$ cat src/inc/dbt_pkg.sv
// shared constants and types of the debug trigger csr unit
package dbt_pkg;
   // -------------------------------------------------------------------
   // csr addresses
   // -------------------------------------------------------------------
   localparam logic [11:0] CSR_TRIG_SELECT = 12'h7A0;
   localparam logic [11:0] CSR_TRIG_FIRST  = 12'h7A1;
   localparam logic [11:0] CSR_TRIG_SECOND = 12'h7A2;
   localparam logic [11:0] CSR_TRIG_THIRD  = 12'h7A3;
   localparam logic [11:0] CSR_DCSR        = 12'h7B0;
   localparam logic [11:0] CSR_DPC         = 12'h7B1;
   localparam logic [11:0] CSR_DSCRATCH    = 12'h7B2;

   // -------------------------------------------------------------------
   // match control layout
   // -------------------------------------------------------------------
   localparam int          POS_TYPE     = 28;
   localparam int          POS_DMODE    = 27;
   localparam int          POS_MASKMAX  = 21;
   localparam int          POS_SELECT   = 19;
   localparam int          POS_TIMING   = 18;
   localparam int          POS_ACTION   = 12;
   localparam int          POS_CHAIN    = 11;
   localparam int          POS_MATCH    = 7;
   localparam int          POS_M        = 6;
   localparam int          POS_S        = 4;
   localparam int          POS_U        = 3;
   localparam int          POS_X        = 2;
   localparam int          POS_W        = 1;
   localparam int          POS_R        = 0;

   localparam logic [3:0]  TYPE_NONE    = 4'h0;
   localparam logic [3:0]  TYPE_ADDR    = 4'h2;
   localparam logic [5:0]  MASKMAX_VAL  = 6'h04;
   localparam logic [5:0]  ACT_BREAK    = 6'h00;
   localparam logic [5:0]  ACT_DEBUG    = 6'h01;
   localparam logic [3:0]  MATCH_EXACT  = 4'h0;
   localparam logic [3:0]  MATCH_NAPOT  = 4'h1;
   localparam logic [3:0]  MATCH_GE     = 4'h2;
   localparam logic [3:0]  MATCH_LT     = 4'h3;
   localparam logic [1:0]  PRIV_U       = 2'h0;
   localparam logic [1:0]  PRIV_S       = 2'h1;
   localparam logic [1:0]  PRIV_M       = 2'h3;

   // reset values
   localparam logic [31:0] DCSR_RST     = 32'h0000_0000;
   localparam logic [31:0] DPC_RST      = 32'h0000_0000;
   localparam logic [31:0] ADDR_RST     = 32'h0000_0000;
   localparam logic [31:0] TSEL_RST     = 32'h0000_0000;

   // -------------------------------------------------------------------
   // carriers
   // -------------------------------------------------------------------
   typedef struct packed {
      logic       dmode;
      logic [5:0] action;
      logic       chain;
      logic [3:0] match;
      logic       m;
      logic       s;
      logic       u;
      logic       x;
      logic       w;
      logic       r;
   } dbt_ctrl_t;

   localparam dbt_ctrl_t CTRL_RST = '0;

   typedef struct packed {
      logic        valid;
      logic        load;
      logic        store;
      logic        fetch;
      logic [1:0]  priv;
      logic [31:0] addr;
   } dbt_access_t;

   typedef struct packed {
      logic        valid;
      logic        we;
      logic [11:0] addr;
      logic [31:0] wdata;
   } dbt_csr_req_t;
endpackage

$ cat src/rtl/dbt_match.sv
// address comparator of one breakpoint trigger
module dbt_match
(
   // trigger setup
   input  dbt_pkg::dbt_ctrl_t   ctrl,
   input  logic [31:0]          maddr,
   // access under test
   input  dbt_pkg::dbt_access_t acc,
   // result
   output logic                 hit
);
   logic [31:0] care;
   logic        kind_ok;
   logic        priv_ok;
   logic        addr_ok;

   always_comb
   begin
      // napot: trailing ones of the address and the zero above them are masked
      care    = ~(maddr ^ (maddr + 32'h0000_0001));
      // [RULE18] kind and privilege
      kind_ok = (ctrl.r & acc.load) | (ctrl.w & acc.store) | (ctrl.x & acc.fetch);
      priv_ok = (ctrl.u & (acc.priv == dbt_pkg::PRIV_U)) |
                (ctrl.s & (acc.priv == dbt_pkg::PRIV_S)) |
                (ctrl.m & (acc.priv == dbt_pkg::PRIV_M));
      // [RULE12] match type decode
      unique case (ctrl.match)
         dbt_pkg::MATCH_NAPOT: addr_ok = (acc.addr & care) == (maddr & care);
         dbt_pkg::MATCH_GE:    addr_ok = acc.addr >= maddr;
         dbt_pkg::MATCH_LT:    addr_ok = acc.addr < maddr;
         default:              addr_ok = acc.addr == maddr;
      endcase
      hit = acc.valid & kind_ok & priv_ok & addr_ok;
   end
endmodule

$ cat src/rtl/dbt_csr_unit.sv
// debug and trigger csr unit of one hart
//
// Behaviour
// [RULE1] dcsr, dpc, dscratch debug mode only; select and trigger data also machine.
// [RULE2] a 32-bit select index picks the trigger bank behind the data addresses.
// [RULE3] select writes naming no trigger are dropped; index stays legal.
// [RULE4] software checks the type code to learn whether a trigger exists.
// [RULE5] top nibble of first data reads type: 0 none, 2 address match.
// [RULE6] machine access to trigger data with debug-only flag set is illegal.
// [RULE7] debug entry saves the pc; leaving debug resumes at the saved pc.
// [RULE8] four breakpoint triggers, usable from debug or machine mode.
// [RULE9] first data is match control, second match address, third reserved.
// [RULE10] control bits 0..2 qualify loads, stores and fetches.
// [RULE11] control bits 3, 4, 6 qualify user, supervisor, machine; bit 5 reserved.
// [RULE12] control bits 10..7 hold the warl match type.
// [RULE13] action field 17..12 resets 0, holds 0 or 1; chain bit 11 resets 0.
// [RULE14] timing and select bits read 0; only address before access.
// [RULE15] action 0 raises breakpoint exception, action 1 enters debug mode.
// [RULE16] chained trigger fires only if it and the next both match.
// [RULE17] unsupported warl writes leave a legal value in the field.
// [RULE18] a match counts only when access kind and privilege are enabled.
module dbt_csr_unit
#(
   parameter int NUM_TRIG = 4
)
(
   // clock and reset
   input  logic                 clk,
   input  logic                 rst,
   // hart state
   input  logic                 debug_mode,
   input  logic                 debug_enter,
   input  logic [31:0]          debug_enter_pc,
   // csr port
   input  dbt_pkg::dbt_csr_req_t csr_req,
   output logic                 csr_rsp_valid_q,
   output logic                 csr_rsp_illegal_q,
   output logic [31:0]          csr_rsp_rdata_q,
   // access checked against triggers
   input  dbt_pkg::dbt_access_t acc,
   output logic                 brk_exception_q,
   output logic                 brk_debug_q,
   output logic [31:0]          resume_pc_q
);
   // -------------------------------------------------------------------
   // helpers
   // -------------------------------------------------------------------
   // [RULE17] legalise a control write
   function automatic dbt_pkg::dbt_ctrl_t legal_ctrl(input logic [31:0] wd,
                                                     input logic        dbg,
                                                     input logic        last,
                                                     input dbt_pkg::dbt_ctrl_t old);
      dbt_pkg::dbt_ctrl_t c;
      c        = dbt_pkg::CTRL_RST;
      // [RULE10] load store fetch qualifiers
      c.r      = wd[dbt_pkg::POS_R];
      c.w      = wd[dbt_pkg::POS_W];
      c.x      = wd[dbt_pkg::POS_X];
      // [RULE11] privilege qualifiers
      c.u      = wd[dbt_pkg::POS_U];
      c.s      = wd[dbt_pkg::POS_S];
      c.m      = wd[dbt_pkg::POS_M];
      // [RULE12] unsupported match types fall back to exact
      c.match  = (wd[dbt_pkg::POS_MATCH +: 4] <= dbt_pkg::MATCH_LT) ?
                 wd[dbt_pkg::POS_MATCH +: 4] : dbt_pkg::MATCH_EXACT;
      // the last trigger has no neighbour, so its chain bit is tied low
      c.chain  = wd[dbt_pkg::POS_CHAIN] & ~last;
      // [RULE13] action only 0 or 1
      c.action = (wd[dbt_pkg::POS_ACTION +: 6] == dbt_pkg::ACT_DEBUG) ?
                 dbt_pkg::ACT_DEBUG : dbt_pkg::ACT_BREAK;
      // machine mode cannot claim a trigger for the debugger
      c.dmode  = dbg ? wd[dbt_pkg::POS_DMODE] : old.dmode;
      return c;
   endfunction

   function automatic logic [31:0] pack_ctrl(input dbt_pkg::dbt_ctrl_t c);
      logic [31:0] v;
      v = 32'h0000_0000;
      // [RULE5] type code
      v[dbt_pkg::POS_TYPE +: 4]    = dbt_pkg::TYPE_ADDR;
      v[dbt_pkg::POS_DMODE]        = c.dmode;
      v[dbt_pkg::POS_MASKMAX +: 6] = dbt_pkg::MASKMAX_VAL;
      // [RULE14] timing and select stay zero
      v[dbt_pkg::POS_SELECT]       = 1'b0;
      v[dbt_pkg::POS_TIMING]       = 1'b0;
      v[dbt_pkg::POS_ACTION +: 6]  = c.action;
      v[dbt_pkg::POS_CHAIN]        = c.chain;
      v[dbt_pkg::POS_MATCH +: 4]   = c.match;
      v[dbt_pkg::POS_M]            = c.m;
      v[dbt_pkg::POS_S]            = c.s;
      v[dbt_pkg::POS_U]            = c.u;
      v[dbt_pkg::POS_X]            = c.x;
      v[dbt_pkg::POS_W]            = c.w;
      v[dbt_pkg::POS_R]            = c.r;
      return v;
   endfunction

   // -------------------------------------------------------------------
   // state
   // -------------------------------------------------------------------
   localparam int SW = $clog2(NUM_TRIG);

   dbt_pkg::dbt_ctrl_t ctrl_q [NUM_TRIG];
   dbt_pkg::dbt_ctrl_t ctrl_d [NUM_TRIG];
   logic [31:0]        maddr_q [NUM_TRIG];
   logic [31:0]        maddr_d [NUM_TRIG];
   logic [31:0]        tsel_q;
   logic [31:0]        tsel_d;
   logic [31:0]        dcsr_q;
   logic [31:0]        dcsr_d;
   logic [31:0]        dscratch_q;
   logic [31:0]        dscratch_d;
   logic [31:0]        dpc_d;
   logic               rsp_valid_d;
   logic               rsp_illegal_d;
   logic [31:0]        rsp_rdata_d;
   logic               brk_exc_d;
   logic               brk_dbg_d;
   logic [NUM_TRIG-1:0] hit;
   logic [NUM_TRIG-1:0] fire;
   logic [SW-1:0]      sel;
   logic               is_data;
   logic               illegal;
   logic               do_write;

   // -------------------------------------------------------------------
   // comparators
   // -------------------------------------------------------------------
   // [RULE8] one comparator per trigger
   for (genvar g = 0; g < NUM_TRIG; g++)
   begin : g_trig
      dbt_match u_match
      (
         .ctrl  (ctrl_q[g]),
         .maddr (maddr_q[g]),
         .acc   (acc),
         .hit   (hit[g])
      );
   end

   // -------------------------------------------------------------------
   // csr access and trigger action
   // -------------------------------------------------------------------
   always_comb
   begin
      ctrl_d        = ctrl_q;
      maddr_d       = maddr_q;
      tsel_d        = tsel_q;
      dcsr_d        = dcsr_q;
      dscratch_d    = dscratch_q;
      dpc_d         = resume_pc_q;
      rsp_rdata_d   = 32'h0000_0000;
      // [RULE2] select index picks bank
      sel           = tsel_q[SW-1:0];
      is_data       = (csr_req.addr == dbt_pkg::CSR_TRIG_FIRST) |
                      (csr_req.addr == dbt_pkg::CSR_TRIG_SECOND) |
                      (csr_req.addr == dbt_pkg::CSR_TRIG_THIRD);
      // [RULE1] debug-only registers
      illegal       = ~debug_mode & ((csr_req.addr == dbt_pkg::CSR_DCSR) |
                                     (csr_req.addr == dbt_pkg::CSR_DPC) |
                                     (csr_req.addr == dbt_pkg::CSR_DSCRATCH));
      // [RULE6] debug-owned trigger hidden from machine mode
      illegal       = illegal | (~debug_mode & is_data & ctrl_q[sel].dmode);
      do_write      = csr_req.valid & csr_req.we & ~illegal;
      rsp_valid_d   = csr_req.valid;
      rsp_illegal_d = csr_req.valid & illegal;

      // [RULE9] bank view through the three data addresses
      unique case (csr_req.addr)
         dbt_pkg::CSR_TRIG_SELECT: rsp_rdata_d = tsel_q;
         dbt_pkg::CSR_TRIG_FIRST:  rsp_rdata_d = pack_ctrl(ctrl_q[sel]);
         dbt_pkg::CSR_TRIG_SECOND: rsp_rdata_d = maddr_q[sel];
         dbt_pkg::CSR_DCSR:        rsp_rdata_d = dcsr_q;
         dbt_pkg::CSR_DPC:         rsp_rdata_d = resume_pc_q;
         dbt_pkg::CSR_DSCRATCH:    rsp_rdata_d = dscratch_q;
         default:                  rsp_rdata_d = 32'h0000_0000;
      endcase
      if (illegal)
      begin
         rsp_rdata_d = 32'h0000_0000;
      end

      if (do_write)
      begin
         unique case (csr_req.addr)
            // [RULE3] out-of-range index is not retained
            dbt_pkg::CSR_TRIG_SELECT:
            begin
               if (csr_req.wdata < 32'(NUM_TRIG))
               begin
                  tsel_d = csr_req.wdata;
               end
            end
            dbt_pkg::CSR_TRIG_FIRST:
               ctrl_d[sel] = legal_ctrl(csr_req.wdata, debug_mode,
                                        32'(sel) == 32'(NUM_TRIG - 1), ctrl_q[sel]);
            dbt_pkg::CSR_TRIG_SECOND: maddr_d[sel] = csr_req.wdata;
            dbt_pkg::CSR_DCSR:        dcsr_d       = csr_req.wdata;
            dbt_pkg::CSR_DPC:         dpc_d        = csr_req.wdata;
            dbt_pkg::CSR_DSCRATCH:    dscratch_d   = csr_req.wdata;
            default:                  dcsr_d       = dcsr_q;
         endcase
      end

      // [RULE7] save pc on debug entry; entry wins over a csr write
      if (debug_enter)
      begin
         dpc_d = debug_enter_pc;
      end

      // [RULE16] chain gating between neighbours
      for (int i = 0; i < NUM_TRIG; i++)
      begin
         fire[i] = hit[i] & ~ctrl_q[i].chain & ~debug_mode;
         if (i > 0)
         begin
            fire[i] = fire[i] & (~ctrl_q[i-1].chain | hit[i-1]);
         end
      end
      // [RULE15] action select, debug entry takes precedence
      brk_dbg_d = 1'b0;
      brk_exc_d = 1'b0;
      for (int i = 0; i < NUM_TRIG; i++)
      begin
         if (fire[i] & (ctrl_q[i].action == dbt_pkg::ACT_DEBUG))
         begin
            brk_dbg_d = 1'b1;
         end
         if (fire[i] & (ctrl_q[i].action == dbt_pkg::ACT_BREAK))
         begin
            brk_exc_d = 1'b1;
         end
      end
      brk_exc_d = brk_exc_d & ~brk_dbg_d;
   end

   // -------------------------------------------------------------------
   // registers
   // -------------------------------------------------------------------
   always_ff @(posedge clk or posedge rst)
   begin
      if (rst)
      begin
         // [RULE13] control resets clear action and chain
         for (int i = 0; i < NUM_TRIG; i++)
         begin
            ctrl_q[i]  <= dbt_pkg::CTRL_RST;
            maddr_q[i] <= dbt_pkg::ADDR_RST;
         end
         tsel_q            <= dbt_pkg::TSEL_RST;
         dcsr_q            <= dbt_pkg::DCSR_RST;
         dscratch_q        <= dbt_pkg::DCSR_RST;
         resume_pc_q       <= dbt_pkg::DPC_RST;
         csr_rsp_valid_q   <= 1'b0;
         csr_rsp_illegal_q <= 1'b0;
         csr_rsp_rdata_q   <= 32'h0000_0000;
         brk_exception_q   <= 1'b0;
         brk_debug_q       <= 1'b0;
      end
      else
      begin
         ctrl_q            <= ctrl_d;
         maddr_q           <= maddr_d;
         tsel_q            <= tsel_d;
         dcsr_q            <= dcsr_d;
         dscratch_q        <= dscratch_d;
         resume_pc_q       <= dpc_d;
         csr_rsp_valid_q   <= rsp_valid_d;
         csr_rsp_illegal_q <= rsp_illegal_d;
         csr_rsp_rdata_q   <= rsp_rdata_d;
         brk_exception_q   <= brk_exc_d;
         brk_debug_q       <= brk_dbg_d;
      end
   end
endmodule

$ cat config.mk
export PLATFORM = sky130hd
export DESIGN_NAME = dbt_csr_unit
export DESIGN_NICKNAME = d
export VERILOG_FILES = /design/src/inc/dbt_pkg.sv /design/src/rtl/dbt_match.sv /design/src/rtl/dbt_csr_unit.sv
export SDC_FILE = /design/constraint.sdc
export NUM_CORES = 1
export LEC_CHECK = 0
export ABC_CLOCK_PERIOD_IN_PS = 10800
export BUFFER_PORTS_ARGS = -buffer_cell sky130_fd_sc_hd__clkbuf_2
export CORE_MARGIN = 5
export CORE_UTILIZATION = 40
export CTS_CLUSTER_DIAMETER = 80
export DETAILED_ROUTE_END_ITERATION = 8
export MAX_ROUTING_LAYER = met4
export PLACE_DENSITY = 0.69
export SKIP_CTS_REPAIR_TIMING = 1
export SLEW_MARGIN = 10
export SYNTH_ARGS = -nofsm -noshare
export SYNTH_HDL_FRONTEND = slang
export SYNTH_HIERARCHICAL = 1
export SYNTH_SLANG_ARGS = --single-unit
$ cat constraint.sdc
create_clock -name clk -period 10.8 [get_ports clk]
set_input_delay 1.08 -clock clk [delete_from_list [all_inputs] [get_ports clk]]
set_output_delay 1.08 -clock clk [all_outputs]
set_load 0.05 [all_outputs]
Word-level counts from Yosys, hierarchy flattened
Cells that the tools add are included.
Word-level totals
  flip-flop bits (word level): 364
  bits of input ports: 120
  output and inout port bits: 68
  word-level logic and storage cells: 262
Cells by class
  add/subtract/negate cells: 4
  order comparisons: 12
  equal/unequal tests: 35
  muxes and demuxes: 32
  bitwise gates (word level): 112
  reductions and logical operators: 14
Operators by type and width (number)
  AND 32 bit: 8
  equality test 32 bit: 8
  two-way mux 32 bit: 7
  case mux 32 bit (6 select lines): 1
  adder 32 x 1 -> 32 bit (second input constant): 4
  bitwise mux 128 bit: 1
  >= comparator 32 bit: 4
  less-than comparator 32 bit: 4
  inverter 32 bit: 4
  bitwise XOR 32 bit: 4
  equality test 12 x 11 -> 1 bit (second input constant): 7
  bitwise mux 72 bit: 1
  binary-select mux 32 bit (select 2 bit): 1
  demux 32 bit (select 2 bit): 1
  AND 1 bit: 63
  two-way mux 18 bit: 3
  binary-select mux 18 bit (select 2 bit): 1
  demux 18 bit (select 2 bit): 1
  equality test 4 x 2 -> 1 bit (second input constant): 8
  less-than comparator 32 x 3 -> 1 bit (second input constant): 1
  equality test 6 x 1 -> 1 bit (second input constant): 5
  zero test 6 bit: 4
  bitwise OR 1 bit: 24
  equality test 4 x 1 -> 1 bit (second input constant): 4
  15 further kinds: 40

Longest topological paths before layout
Gate-level depths: netlist of run 1.
  depth in word-level cells: 16
  gate-level depth with buffers: 18
  gate-level depth less buffers: 18

Hierarchy
Netlist of run 1, hierarchy kept.
By module, submodules not included
  dbt_csr_unit: instances 1, cells an instance 1150, area an instance 15673.8 um^2, seq. area each 8608.3 um^2
  dbt_match: instances 4, cells an instance 334, area an instance 2371.0 um^2, seq. area each 0.0 um^2

Worst setup path before layout of run 1
No wires, ideal clock.
  path kind: register to register
  start: register maddr_q[69] (netlist name)
  end: register brk_exception_q
  library setup time: 126 ps
  arrival time: 3570 ps
  data required time: 10674 ps
  path slack: 7104 ps
  cell stages (with the launch flop): 18
  buffers on the path: 0
  period minus slack after synthesis: 3696 ps
  cells stage by stage: dfrtp_1 > and4_1 > nand4_1 > nor2_1 > nand3_1 > nor3_1 > nand3_1 > ha_1 > xor2_1 > and3_1 > a211o_1 > nor4_1 > a41oi_1 > a221oi_2 > nor2b_1 > a32oi_1 > o221ai_1 > nor2_1
On the way
  longest elaborated chain between the ends: 16
  elaborated cells between the ends (all ways): 28
  classes of those cells: add/sub: 1; order compare: 2; eq/ne: 2; mux: 7; bitwise: 16
Ends and longest elaborated chain
  start, declared: line dbt_csr_unit.sv:105  | logic [31:0] maddr_q [NUM_TRIG];
  start signal, assigned by index: line dbt_csr_unit.sv:248  | maddr_q[i] <= dbt_pkg::ADDR_RST;
  start signal, assigned: line dbt_csr_unit.sv:263  | maddr_q <= maddr_d;
  adder 32 x 1 -> 32 bit: line dbt_match.sv:20  | care = ~(maddr ^ (maddr + 32'h0000_0001));
  bitwise XOR 32 bit: line dbt_match.sv:20
  inverter 32 bit: line dbt_match.sv:20
  AND 32 bit: line dbt_match.sv:28  | dbt_pkg::MATCH_NAPOT: addr_ok = (acc.addr & care) == (maddr & care);
  equality test 32 bit: line dbt_match.sv:28
  case mux 1 bit (3 select lines) (*): line dbt_match.sv:27  | unique case (ctrl.match)
  AND 1 bit (*): line dbt_match.sv:33  | hit = acc.valid & kind_ok & priv_ok & addr_ok;
  via hit[1]: line dbt_csr_unit.sv:119  | logic [NUM_TRIG-1:0] hit;
  AND 1 bit (2 in a row): line dbt_csr_unit.sv:214  | fire[i] = hit[i] & ~ctrl_q[i].chain & ~debug_mode;
  AND 1 bit: line dbt_csr_unit.sv:217  | fire[i] = fire[i] & (~ctrl_q[i-1].chain | hit[i-1]);
  AND 1 bit: line dbt_csr_unit.sv:225  | if (fire[i] & (ctrl_q[i].action == dbt_pkg::ACT_DEBUG))
  two-way mux 1 bit: line dbt_csr_unit.sv:225
  two-way mux 1 bit (*) (2 in a row): line dbt_csr_unit.sv:225
  via brk_dbg_d: line dbt_csr_unit.sv:118  | logic brk_dbg_d;
  inverter 1 bit (*): line dbt_csr_unit.sv:234  | brk_exc_d = brk_exc_d & ~brk_dbg_d;
  AND 1 bit (*): line dbt_csr_unit.sv:234
  via brk_exc_d: line dbt_csr_unit.sv:117  | logic brk_exc_d;
  end signal, assigned: line dbt_csr_unit.sv:271  | brk_exception_q <= brk_exc_d;
  end, declared: line dbt_csr_unit.sv:41  | output logic brk_exception_q,
The timed path passes the listed nets; every way through them passes the cells marked *.
A chain may end at the register's enable or synchronous reset.

Worst setup path after layout of run 1
  start: register maddr_q[37] (netlist name)
  end: register brk_exception_q
On the way
  longest elaborated chain between the ends: 15
  elaborated cells between the ends (all ways): 26
  classes of those cells: add/sub: 1; order compare: 2; eq/ne: 2; mux: 5; bitwise: 16
Ends and longest elaborated chain (line)
  adder 32 x 1 -> 32 bit: dbt_match.sv:20
  bitwise XOR 32 bit: dbt_match.sv:20
  inverter 32 bit: dbt_match.sv:20
  AND 32 bit: dbt_match.sv:28
  equality test 32 bit: dbt_match.sv:28
  case mux 1 bit (3 select lines) (*): dbt_match.sv:27
  AND 1 bit (*): dbt_match.sv:33
  via hit[2]: dbt_csr_unit.sv:119
  AND 1 bit (2 in a row): dbt_csr_unit.sv:214
  AND 1 bit: dbt_csr_unit.sv:217
  AND 1 bit: dbt_csr_unit.sv:225
  two-way mux 1 bit: dbt_csr_unit.sv:225
  two-way mux 1 bit (*): dbt_csr_unit.sv:225
  via brk_dbg_d: dbt_csr_unit.sv:118
  inverter 1 bit (*): dbt_csr_unit.sv:234
  AND 1 bit (*): dbt_csr_unit.sv:234
  via brk_exc_d: dbt_csr_unit.sv:117
Marked as above.

==> results of run 1 <==
## worst max-delay path, stage by stage, from the launching register on
cell and delay (ns):
sky130_fd_sc_hd__dfrtp_1 0.53, sky130_fd_sc_hd__and4_1 0.32, sky130_fd_sc_hd__nand4_1 0.27, sky130_fd_sc_hd__nor2_1 0.36
sky130_fd_sc_hd__nand3_1 0.31, sky130_fd_sc_hd__nor3_1 0.68, sky130_fd_sc_hd__nand3_1 0.22, sky130_fd_sc_hd__ha_1 0.34
sky130_fd_sc_hd__xor2_1 0.15, sky130_fd_sc_hd__and3_1 0.21, sky130_fd_sc_hd__a211o_1 0.28, sky130_fd_sc_hd__nor4_1 0.81
sky130_fd_sc_hd__a41oi_1 0.27, sky130_fd_sc_hd__a221oi_2 0.38, sky130_fd_sc_hd__nand2b_1 0.15, sky130_fd_sc_hd__nand3_1 0.09
sky130_fd_sc_hd__o221ai_1 0.23, sky130_fd_sc_hd__nor2_1 0.08
## metal layers
layer  global-route usage [%]  vias up  wire, µm
li1                         -     9520         -
met1                     32.6    10500     34800
met2                     39.3      936     40000
met3                     3.63      241      6440
met4                     13.0        0      5500
met5                        -        -         0
## power groups by stage
| stage | combinational, mW | sequential [mW] | clock (mW) |
|---|---|---|---|
| final | 0.312 | 1.31 | 1.28 |
| after global routing | 0.336 | 1.31 | 1.35 |
| after CTS | 0.309 | 1.31 | 1.29 |
| after detailed placement | 0.307 | 1.34 | 0 |
| after global placement | 0.304 | 1.34 | 0 |
| after floorplan | 0.137 | 1.37 | 0 |
## worst min path at each step
| stage | start | to | slack (ns) |
|---|---|---|---|
| global placement | dcsr_q[27] | dcsr_q[27] | 0.46 |
| floorplan | dcsr_q[27] | dcsr_q[27] | 0.45 |
| finish | dcsr_q[27] | dcsr_q[27] | 0.49 |
| detailed placement | dcsr_q[27] | dcsr_q[27] | 0.47 |
| CTS | dcsr_q[27] | dcsr_q[27] | 0.48 |
| global route | dcsr_q[27] | dcsr_q[27] | 0.50 |
## area by class of cell
cell class,count,area (µm²)
Antenna cell,2,5.00
Clock buffer,54,1050
Clock inverter,12,148
Fill cell,5955,34600
Inverter,213,807
Multi-Input combinational cell,1840,15400
Sequential cell,344,8610
Tap cell,846,1060
Timing Repair Buffer,208,1090
## flip-flops by register name, summed over array words and instances (netlist names)
signal / count
resume_pc_q: 32
dscratch_q: 32
dcsr_q: 32
ctrl_q: 52
tsel_q: 32
brk_debug_q: 1
csr_rsp_illegal_q: 1
brk_exception_q: 1
csr_rsp_rdata_q: 32
maddr_q: 128
csr_rsp_valid_q: 1
## cell usage in the layout (no fill, tap or decap), drive strengths merged, types with 12 or more instances in the layout
| master | count |
|---|---|
| a21o | 16 |
| a21oi | 161 |
| a221oi | 12 |
| a222oi | 19 |
| a31oi | 43 |
| and2 | 16 |
| and3 | 81 |
| buf | 21 |
| clkbuf | 241 |
| dfrtp | 344 |
| ha | 256 |
| inv | 214 |
| mux2 | 294 |
| mux4 | 45 |
| nand2 | 98 |
| nand2b | 19 |
| nand3 | 100 |
| nand4 | 53 |
| nand4b | 23 |
| nor2 | 46 |
| nor2b | 73 |
| nor3 | 23 |
| nor4 | 26 |
| o211ai | 37 |
| o21ai | 92 |
| o22ai | 18 |
| or3 | 65 |
| xnor2 | 40 |
| xor2 | 84 |
## stage by stage
| stage | total power [mW] | util, % | setup WS, ns |
|---|---|---|---|
| floorplan | 1.51 | - | 0.183 |
| global placement | 1.64 | 43.0 | 5.17 |
| detailed placement | 1.64 | 43.0 | 5.15 |
| CTS | 2.92 | 44.9 | 5.13 |
| global route | 3.00 | 44.9 | 4.92 |
| finish | 2.91 | 44.9 | 5.00 |
==> results list, run 1 <==
* Largest clock skew in the final design: 0.0348 ns
* Final non-filler cell area: around 28000 µm²
- Sequential Power Share: 45.2%
- Final Hold Violating Endpoints: 0
* Synthesis warning total: 6
- After the flow finishes, the layout carries non-filler instances totaling 3519.
* Standard cell core area: ~63000 µm²
- For the worst setup path, the data arrival time is 6.25 ns.
- Wire per inst: about 25 µm
- Measured slew at the worst slew-check pin: 1.23 ns
- Number of clock sinks: 344
- Clock-pin transition on the worst setup and hold timing paths: roughly 0.060 ns
* Mapped Cells: approximately 2.5k
- The die covers 68000 µm².
- When the netlist entered floorplanning its net count stood at 2861.
* Post-synthesis cell area: 25200 µm²
- Adding up every negative setup slack in the final design gives 0 ns.
- Vias: 21.2k
- The congestion estimate from routability-driven global placement came to approximately 1.0.
- The run finished with clean final reports.
- Clock latency on the worst-skew pair, taken at its later pin, is 0.59 ns.
- Internal portion of total power: ~2.1 mW
* Number of placement rows: 92
* R2R depth: 17
- Of the total power, the share spent switching nets is 27.6%.
- Static power due to leakage: 12.6 nW
- The via count of the first global-routing pass was 19.9k.
- Tcrit/Tclk final: 53.7%
* Critical path origin: maddr_q[37]
- Reg2reg end: brk_exception_q
* DP HPWL: about 66 mm
- Reg-to-reg setup timing slack: 5.00 ns
- Crit end category: flip-flop
- Dpl cell area: 27000 µm²
- Final routed wirelength across all metal layers: 86.7 mm
- The die is 261 µm tall.
- The clock period could shrink to 5.80 ns.
* Worst R2R Start: maddr_q[37]
- In this run the power spent charging and discharging nets is 0.803 mW.
* Post-synthesis area per instance: 10.1 µm²
- Setup violations remaining at the end of the flow were counted as 0.
- Via-per-instance ratio: 6.03
- Startpoint-to-endpoint class of the critical path: reg2reg
- Rel. slew slack: 17.9%
- TritonRoute pass-1 iters: 8
- Timing would allow up to between 150 and 200 MHz.
- The number of antenna violations at the first check in global routing came to 1.
* Setup repair after global routing missed its margin: false
- The H-tree generated during clock tree synthesis spans 2 levels.
- Critical path startpoint category: flip-flop
* DRT iter0 DRCs: roughly 2.4k
- CTS tree: built
- The number of pins exceeding their max-slew limit in the final report came to 0.
- All-layer global routing usage: 25.4%
- Initial Util: roughly two fifths
* Port bufs: 187
- Power spread over the standard cell area amounts to about 100 nW/µm².
- Along the worst hold path, the cell count comes to 1.
- Of the cells placed in the final design, the portion with a size suffix greater than 1 is 23.2%.
- The min-delay analysis places its worst path in the category reg2reg.
* Largest net degree at the start of global routing: 128
- 188 I/O pins were placed.
- Max-cap violations: 0
- Number of antenna-violating nets in the routed design: 0
- Per report_power, the clock group accounts for 44.0% of the total.
- Number of DRC violations after detailed routing: 0
- Measured along the x axis, the die boundary spans 261 µm.
- Following the worst setup path forward leads to its endpoint at brk_exception_q.
* Global-route congestion overflow total: 0
- Counting the buffers created by CTS gives 38.
- Clock tree root driver cell: sky130_fd_sc_hd__clkbuf_16
- Including well taps, the total number of placed cells is about 3.5k.
- Largest vdd supply drop: 0.0000915 V
* Area growth, synth to finish: 12.0%
- In the final design database the tool counted 3021 nets.
* Wire length of the first global-routing pass: about 130 mm
* Crit path required time: 11.25 ns
- Buffers from clock root to sink, at most: 3
- CP max FO: 8
- Logic gate share of total power: between 10% and 20%
- Final-layout worst hold slack: 0.486 ns
No activity file was read; power rests on OpenSTA's default activity.
==> inputs of run 2 (changes only) <==
--- a/config.mk
+++ b/config.mk
@@ -5,14 +5,14 @@
 export SDC_FILE = /design/constraint.sdc
 export NUM_CORES = 1
 export LEC_CHECK = 0
-export ABC_CLOCK_PERIOD_IN_PS = 10800
+export ABC_CLOCK_PERIOD_IN_PS = 5530
 export BUFFER_PORTS_ARGS = -buffer_cell sky130_fd_sc_hd__clkbuf_2
 export CORE_MARGIN = 5
 export CORE_UTILIZATION = 40
 export CTS_CLUSTER_DIAMETER = 80
 export DETAILED_ROUTE_END_ITERATION = 8
 export MAX_ROUTING_LAYER = met4
-export PLACE_DENSITY = 0.69
+export PLACE_DENSITY = 0.67
 export SKIP_CTS_REPAIR_TIMING = 1
 export SLEW_MARGIN = 10
 export SYNTH_ARGS = -nofsm -noshare
==> constraint.sdc (replaced) <==
create_clock -name clk -period 5.53 [get_ports clk]
set_input_delay 0.553 -clock clk [delete_from_list [all_inputs] [get_ports clk]]
set_output_delay 0.553 -clock clk [all_outputs]
set_load 0.05 [all_outputs]
==> run 2 against run 1 <==
Against the previous run:
- worst hold slack worse by 0.47 ns
- core utilization grew 0.45 points
- clock power up 110%
- cell count up 0.68%
- maximum frequency grew 14%
- critical path type unchanged
- worst setup slack got worse by 4.6 ns
- critical endpoint unchanged
- largest cell class unchanged
==> results list, run 2 (synthesis results as in run 1) <==
- The top cell types in the final layout, fill and taps aside, are sky130_fd_sc_hd__dfrtp_1 (342), sky130_fd_sc_hd__mux2_2 (268), sky130_fd_sc_hd__ha_1 (256).
- The number of pins exceeding their max-slew limit in the final report was 0 (unchanged).
- The internal power is 4.25 mW (+100%).
* Port bufs: 187 (unchanged)
- Global placement routability congestion: 0.976 (-6.0%)
- Global-route congestion overflow total: 0 (unchanged)
- The worst IR drop on VDD came to 0.000187 V (+100%).
- Clock tree root driver cell: sky130_fd_sc_hd__clkbuf_16
- Worst-Skew Late Latency: 0.59 ns (about the same)
- The library cell used most frequently in the layout, excluding fill and tap cells, is sky130_fd_sc_hd__dfrtp_1.
- Max-cap violations: 0 (unchanged)
- Number of clock sinks: 344 (unchanged)
- DP HPWL: 71.5 mm (+8.6%)
* Die area: 68000 µm² (unchanged)
- The via count is 21.6k (+1.7%).
- The net switching power is 1.62 mW (+100%).
* All-layer global routing usage: 28.0% (+2.6 points)
- STA classifies the critical path endpoint as a flip-flop.
* Switching share of power: 27.6% (-0.050 points)
* CP max FO: 8 (unchanged)
- Critical path startpoint category: flip-flop
- The maximum achievable frequency is 196 MHz (+14%).
- The total power consumption of the routed design is 5.86 mW (+100%).
* Chip Height: 261 µm (unchanged)
* Filler instances: 5893 (-1.0%)
- Measured slew at the worst slew-check pin: 1.27 ns (+0.0396 ns)
- Max FFs per register: 128 (unchanged)
- Buffers from clock root to sink, at most: 3 (unchanged)
* Wire length of the first global-routing pass: 140 mm (+9.5%)
- Final Hold Violating Endpoints: 0 (unchanged)
- The portion of total power attributed to the clock network is 45.5% (+1.5 points).
* I/O pin count: 188 (unchanged)
- Final routed wirelength across all metal layers: 94.5 mm (+9.0%)
- The initial cell density of the core is 40.1% (unchanged).
* Multi-input gate area in the final layout: 15400 µm² (about the same)
- The standby leakage power is 12.7 nW (+1.3%).
- The combinational group share of total power is 10.7% (about the same).
* Via-per-instance ratio: 6.09 (+0.97%)
- The number of CTS-inserted buffers was 40 (+5.3%).
- Number of DRC violations after detailed routing: 0 (unchanged)
* Area growth, synth to finish: 13.1%
- CTS tree: built
- Largest net degree at the start of global routing: 152 (+19%)
* Setup repair after global routing missed its margin: false
- The post-route fraction of the period consumed by the critical path is 92.4% (+39 points).
- Cell count after placement: 3471 (+0.58%)
- The worst setup path is of the reg2reg kind.
- The final setup violation count is 0 (unchanged).
- Wire per inst: 26.7 µm (+8.3%)
- The via count of the first global-routing pass was 21.5k (+8.0%).
* Sequential Power Share: 43.8% (-1.4 points)
- Result of the run: finished, final reports clean
- TritonRoute pass-1 iters: 5 (-3)
* Largest registers: maddr_q: 128 flops, ctrl_q: 52 flops
- Hold WC Path Type: in2async
* Register with the most flip-flops: maddr_q
* Clock-pin transition on the worst setup and hold timing paths: 0.06 ns (about the same)
* Rel. slew slack: 15.2% (-2.7 points)
- The total negative setup slack was 0 ns (unchanged).
* Fraction of layout instances using a drive strength above 1: 24.0% (+0.79 points)
- Power density of the placed cells: 206 nW/µm² (+100%)
* Standard cell core area: 62700 µm² (unchanged)
* Number of antenna-violating nets in the routed design: 0 (unchanged)
- The largest clock skew in the final design is 0.0209 ns (-0.0139 ns).
- Non-filler instance count after layout: 3543 (+0.68%)
* Register cell area after layout: 8610 µm² (unchanged)
- DRT iter0 DRCs: 1993 (-16%)
- The post-route minimum period is 5.11 ns (-0.696 ns).
* Worst Path Arrival: 5.57 ns (-0.68 ns)
* Crit path required time: 5.99 ns (-5.26 ns)
* Maximum level of the CTS H-tree: 2 (unchanged)
* Net count of the finished layout: 3043 (+0.73%)
* Initial antenna violation count: 2 (+1)
* Number of placement rows: 92 (unchanged)
- The width of the chip came to 261 µm (unchanged).
run 2: cell types whose count changed in the layout (fill, tap and decap cells not counted), moves of 2 or more:
cell,previous run,this run
sky130_fd_sc_hd__clkbuf_8,4,6
sky130_fd_sc_hd__buf_4,21,39
sky130_fd_sc_hd__buf_12,0,2
sky130_fd_sc_hd__clkinvlp_4,0,2
sky130_fd_sc_hd__clkbuf_16,38,40
sky130_fd_sc_hd__clkinv_2,4,8
sky130_fd_sc_hd__clkinv_4,3,0
run 2: cell type report:
cell class                 instances  share of cell area (%)
clock buffer                      57                    3.95
antenna                            1                 0.00880
clock inverter                    14                   0.646
tap                              846                    3.72
inverter                         213                    2.82
timing repair buffer             228                    4.46
multi-input combinational       1840                    54.1
sequential                       344                    30.3
run 2: routing by layer:
metal  vias up  GRT usage, %  routed length, µm
met5         -             -                  0
met4         0          13.8               5700
met3       228          4.22               6260
met2       869          43.3              43500
met1     10900          36.0              39100
li1       9579             -                  -
run 2: per-stage QoR:
step	util, %	cell area (µm²)	setup WS [ns]	hold slack (ns)
after global placement	43.3	27100	0.360	0.462
after detailed placement	43.3	27100	0.249	0.485
after CTS	45.3	28400	0.238	0.0123
after floorplan	-	25200	0.375	0.452
after global routing	45.4	28500	0.0134	0.0331
final	45.4	28500	0.421	0.0188
run 2: critical path, cell delays in order, from the launching register on:
cell and delay, ns:
sky130_fd_sc_hd__dfrtp_1 0.48, sky130_fd_sc_hd__and4_1 0.27, sky130_fd_sc_hd__nand4_1 0.16, sky130_fd_sc_hd__nor2_1 0.39
sky130_fd_sc_hd__nand3_1 0.28, sky130_fd_sc_hd__nor3_1 0.61, sky130_fd_sc_hd__nand3_1 0.18, sky130_fd_sc_hd__ha_1 0.33
sky130_fd_sc_hd__xor2_1 0.18, sky130_fd_sc_hd__and3_1 0.18, sky130_fd_sc_hd__o211ai_1 0.10, sky130_fd_sc_hd__nor4_1 0.39
sky130_fd_sc_hd__a41oi_1 0.37, sky130_fd_sc_hd__a221oi_2 0.39, sky130_fd_sc_hd__nor2b_1 0.20, sky130_fd_sc_hd__a32oi_1 0.12
sky130_fd_sc_hd__o221ai_1 0.26, sky130_fd_sc_hd__nor2_1 0.09
run 2: worst paths after layout:
kind | start | to | slack (ns) | cells past startpoint
worst max-delay path | maddr_q[69] | brk_exception_q | 0.42 | 17
worst min-delay path | rst | maddr_q[113] | 0.02 | 2
worst max register to register | maddr_q[69] | brk_exception_q | 0.42 | 17
worst min register to register | dcsr_q[27] | dcsr_q[27] | 0.50 | 1
max in group asynchronous | rst | tsel_q[0] | 4.22 | 3
min in group clk | csr_req[45] | csr_rsp_valid_q | 0.13 | 1
run 2: power groups by stage:
stage | clock network (mW) | registers, mW | logic [mW]
4_1_cts | 2.72 | 2.56 | 0.623
5_1_grt | 2.83 | 2.57 | 0.676
3_3_place_gp | 0 | 2.61 | 0.604
2_1_floorplan | 0 | 2.68 | 0.267
6_report | 2.67 | 2.56 | 0.629
3_5_place_dp | 0 | 2.61 | 0.620
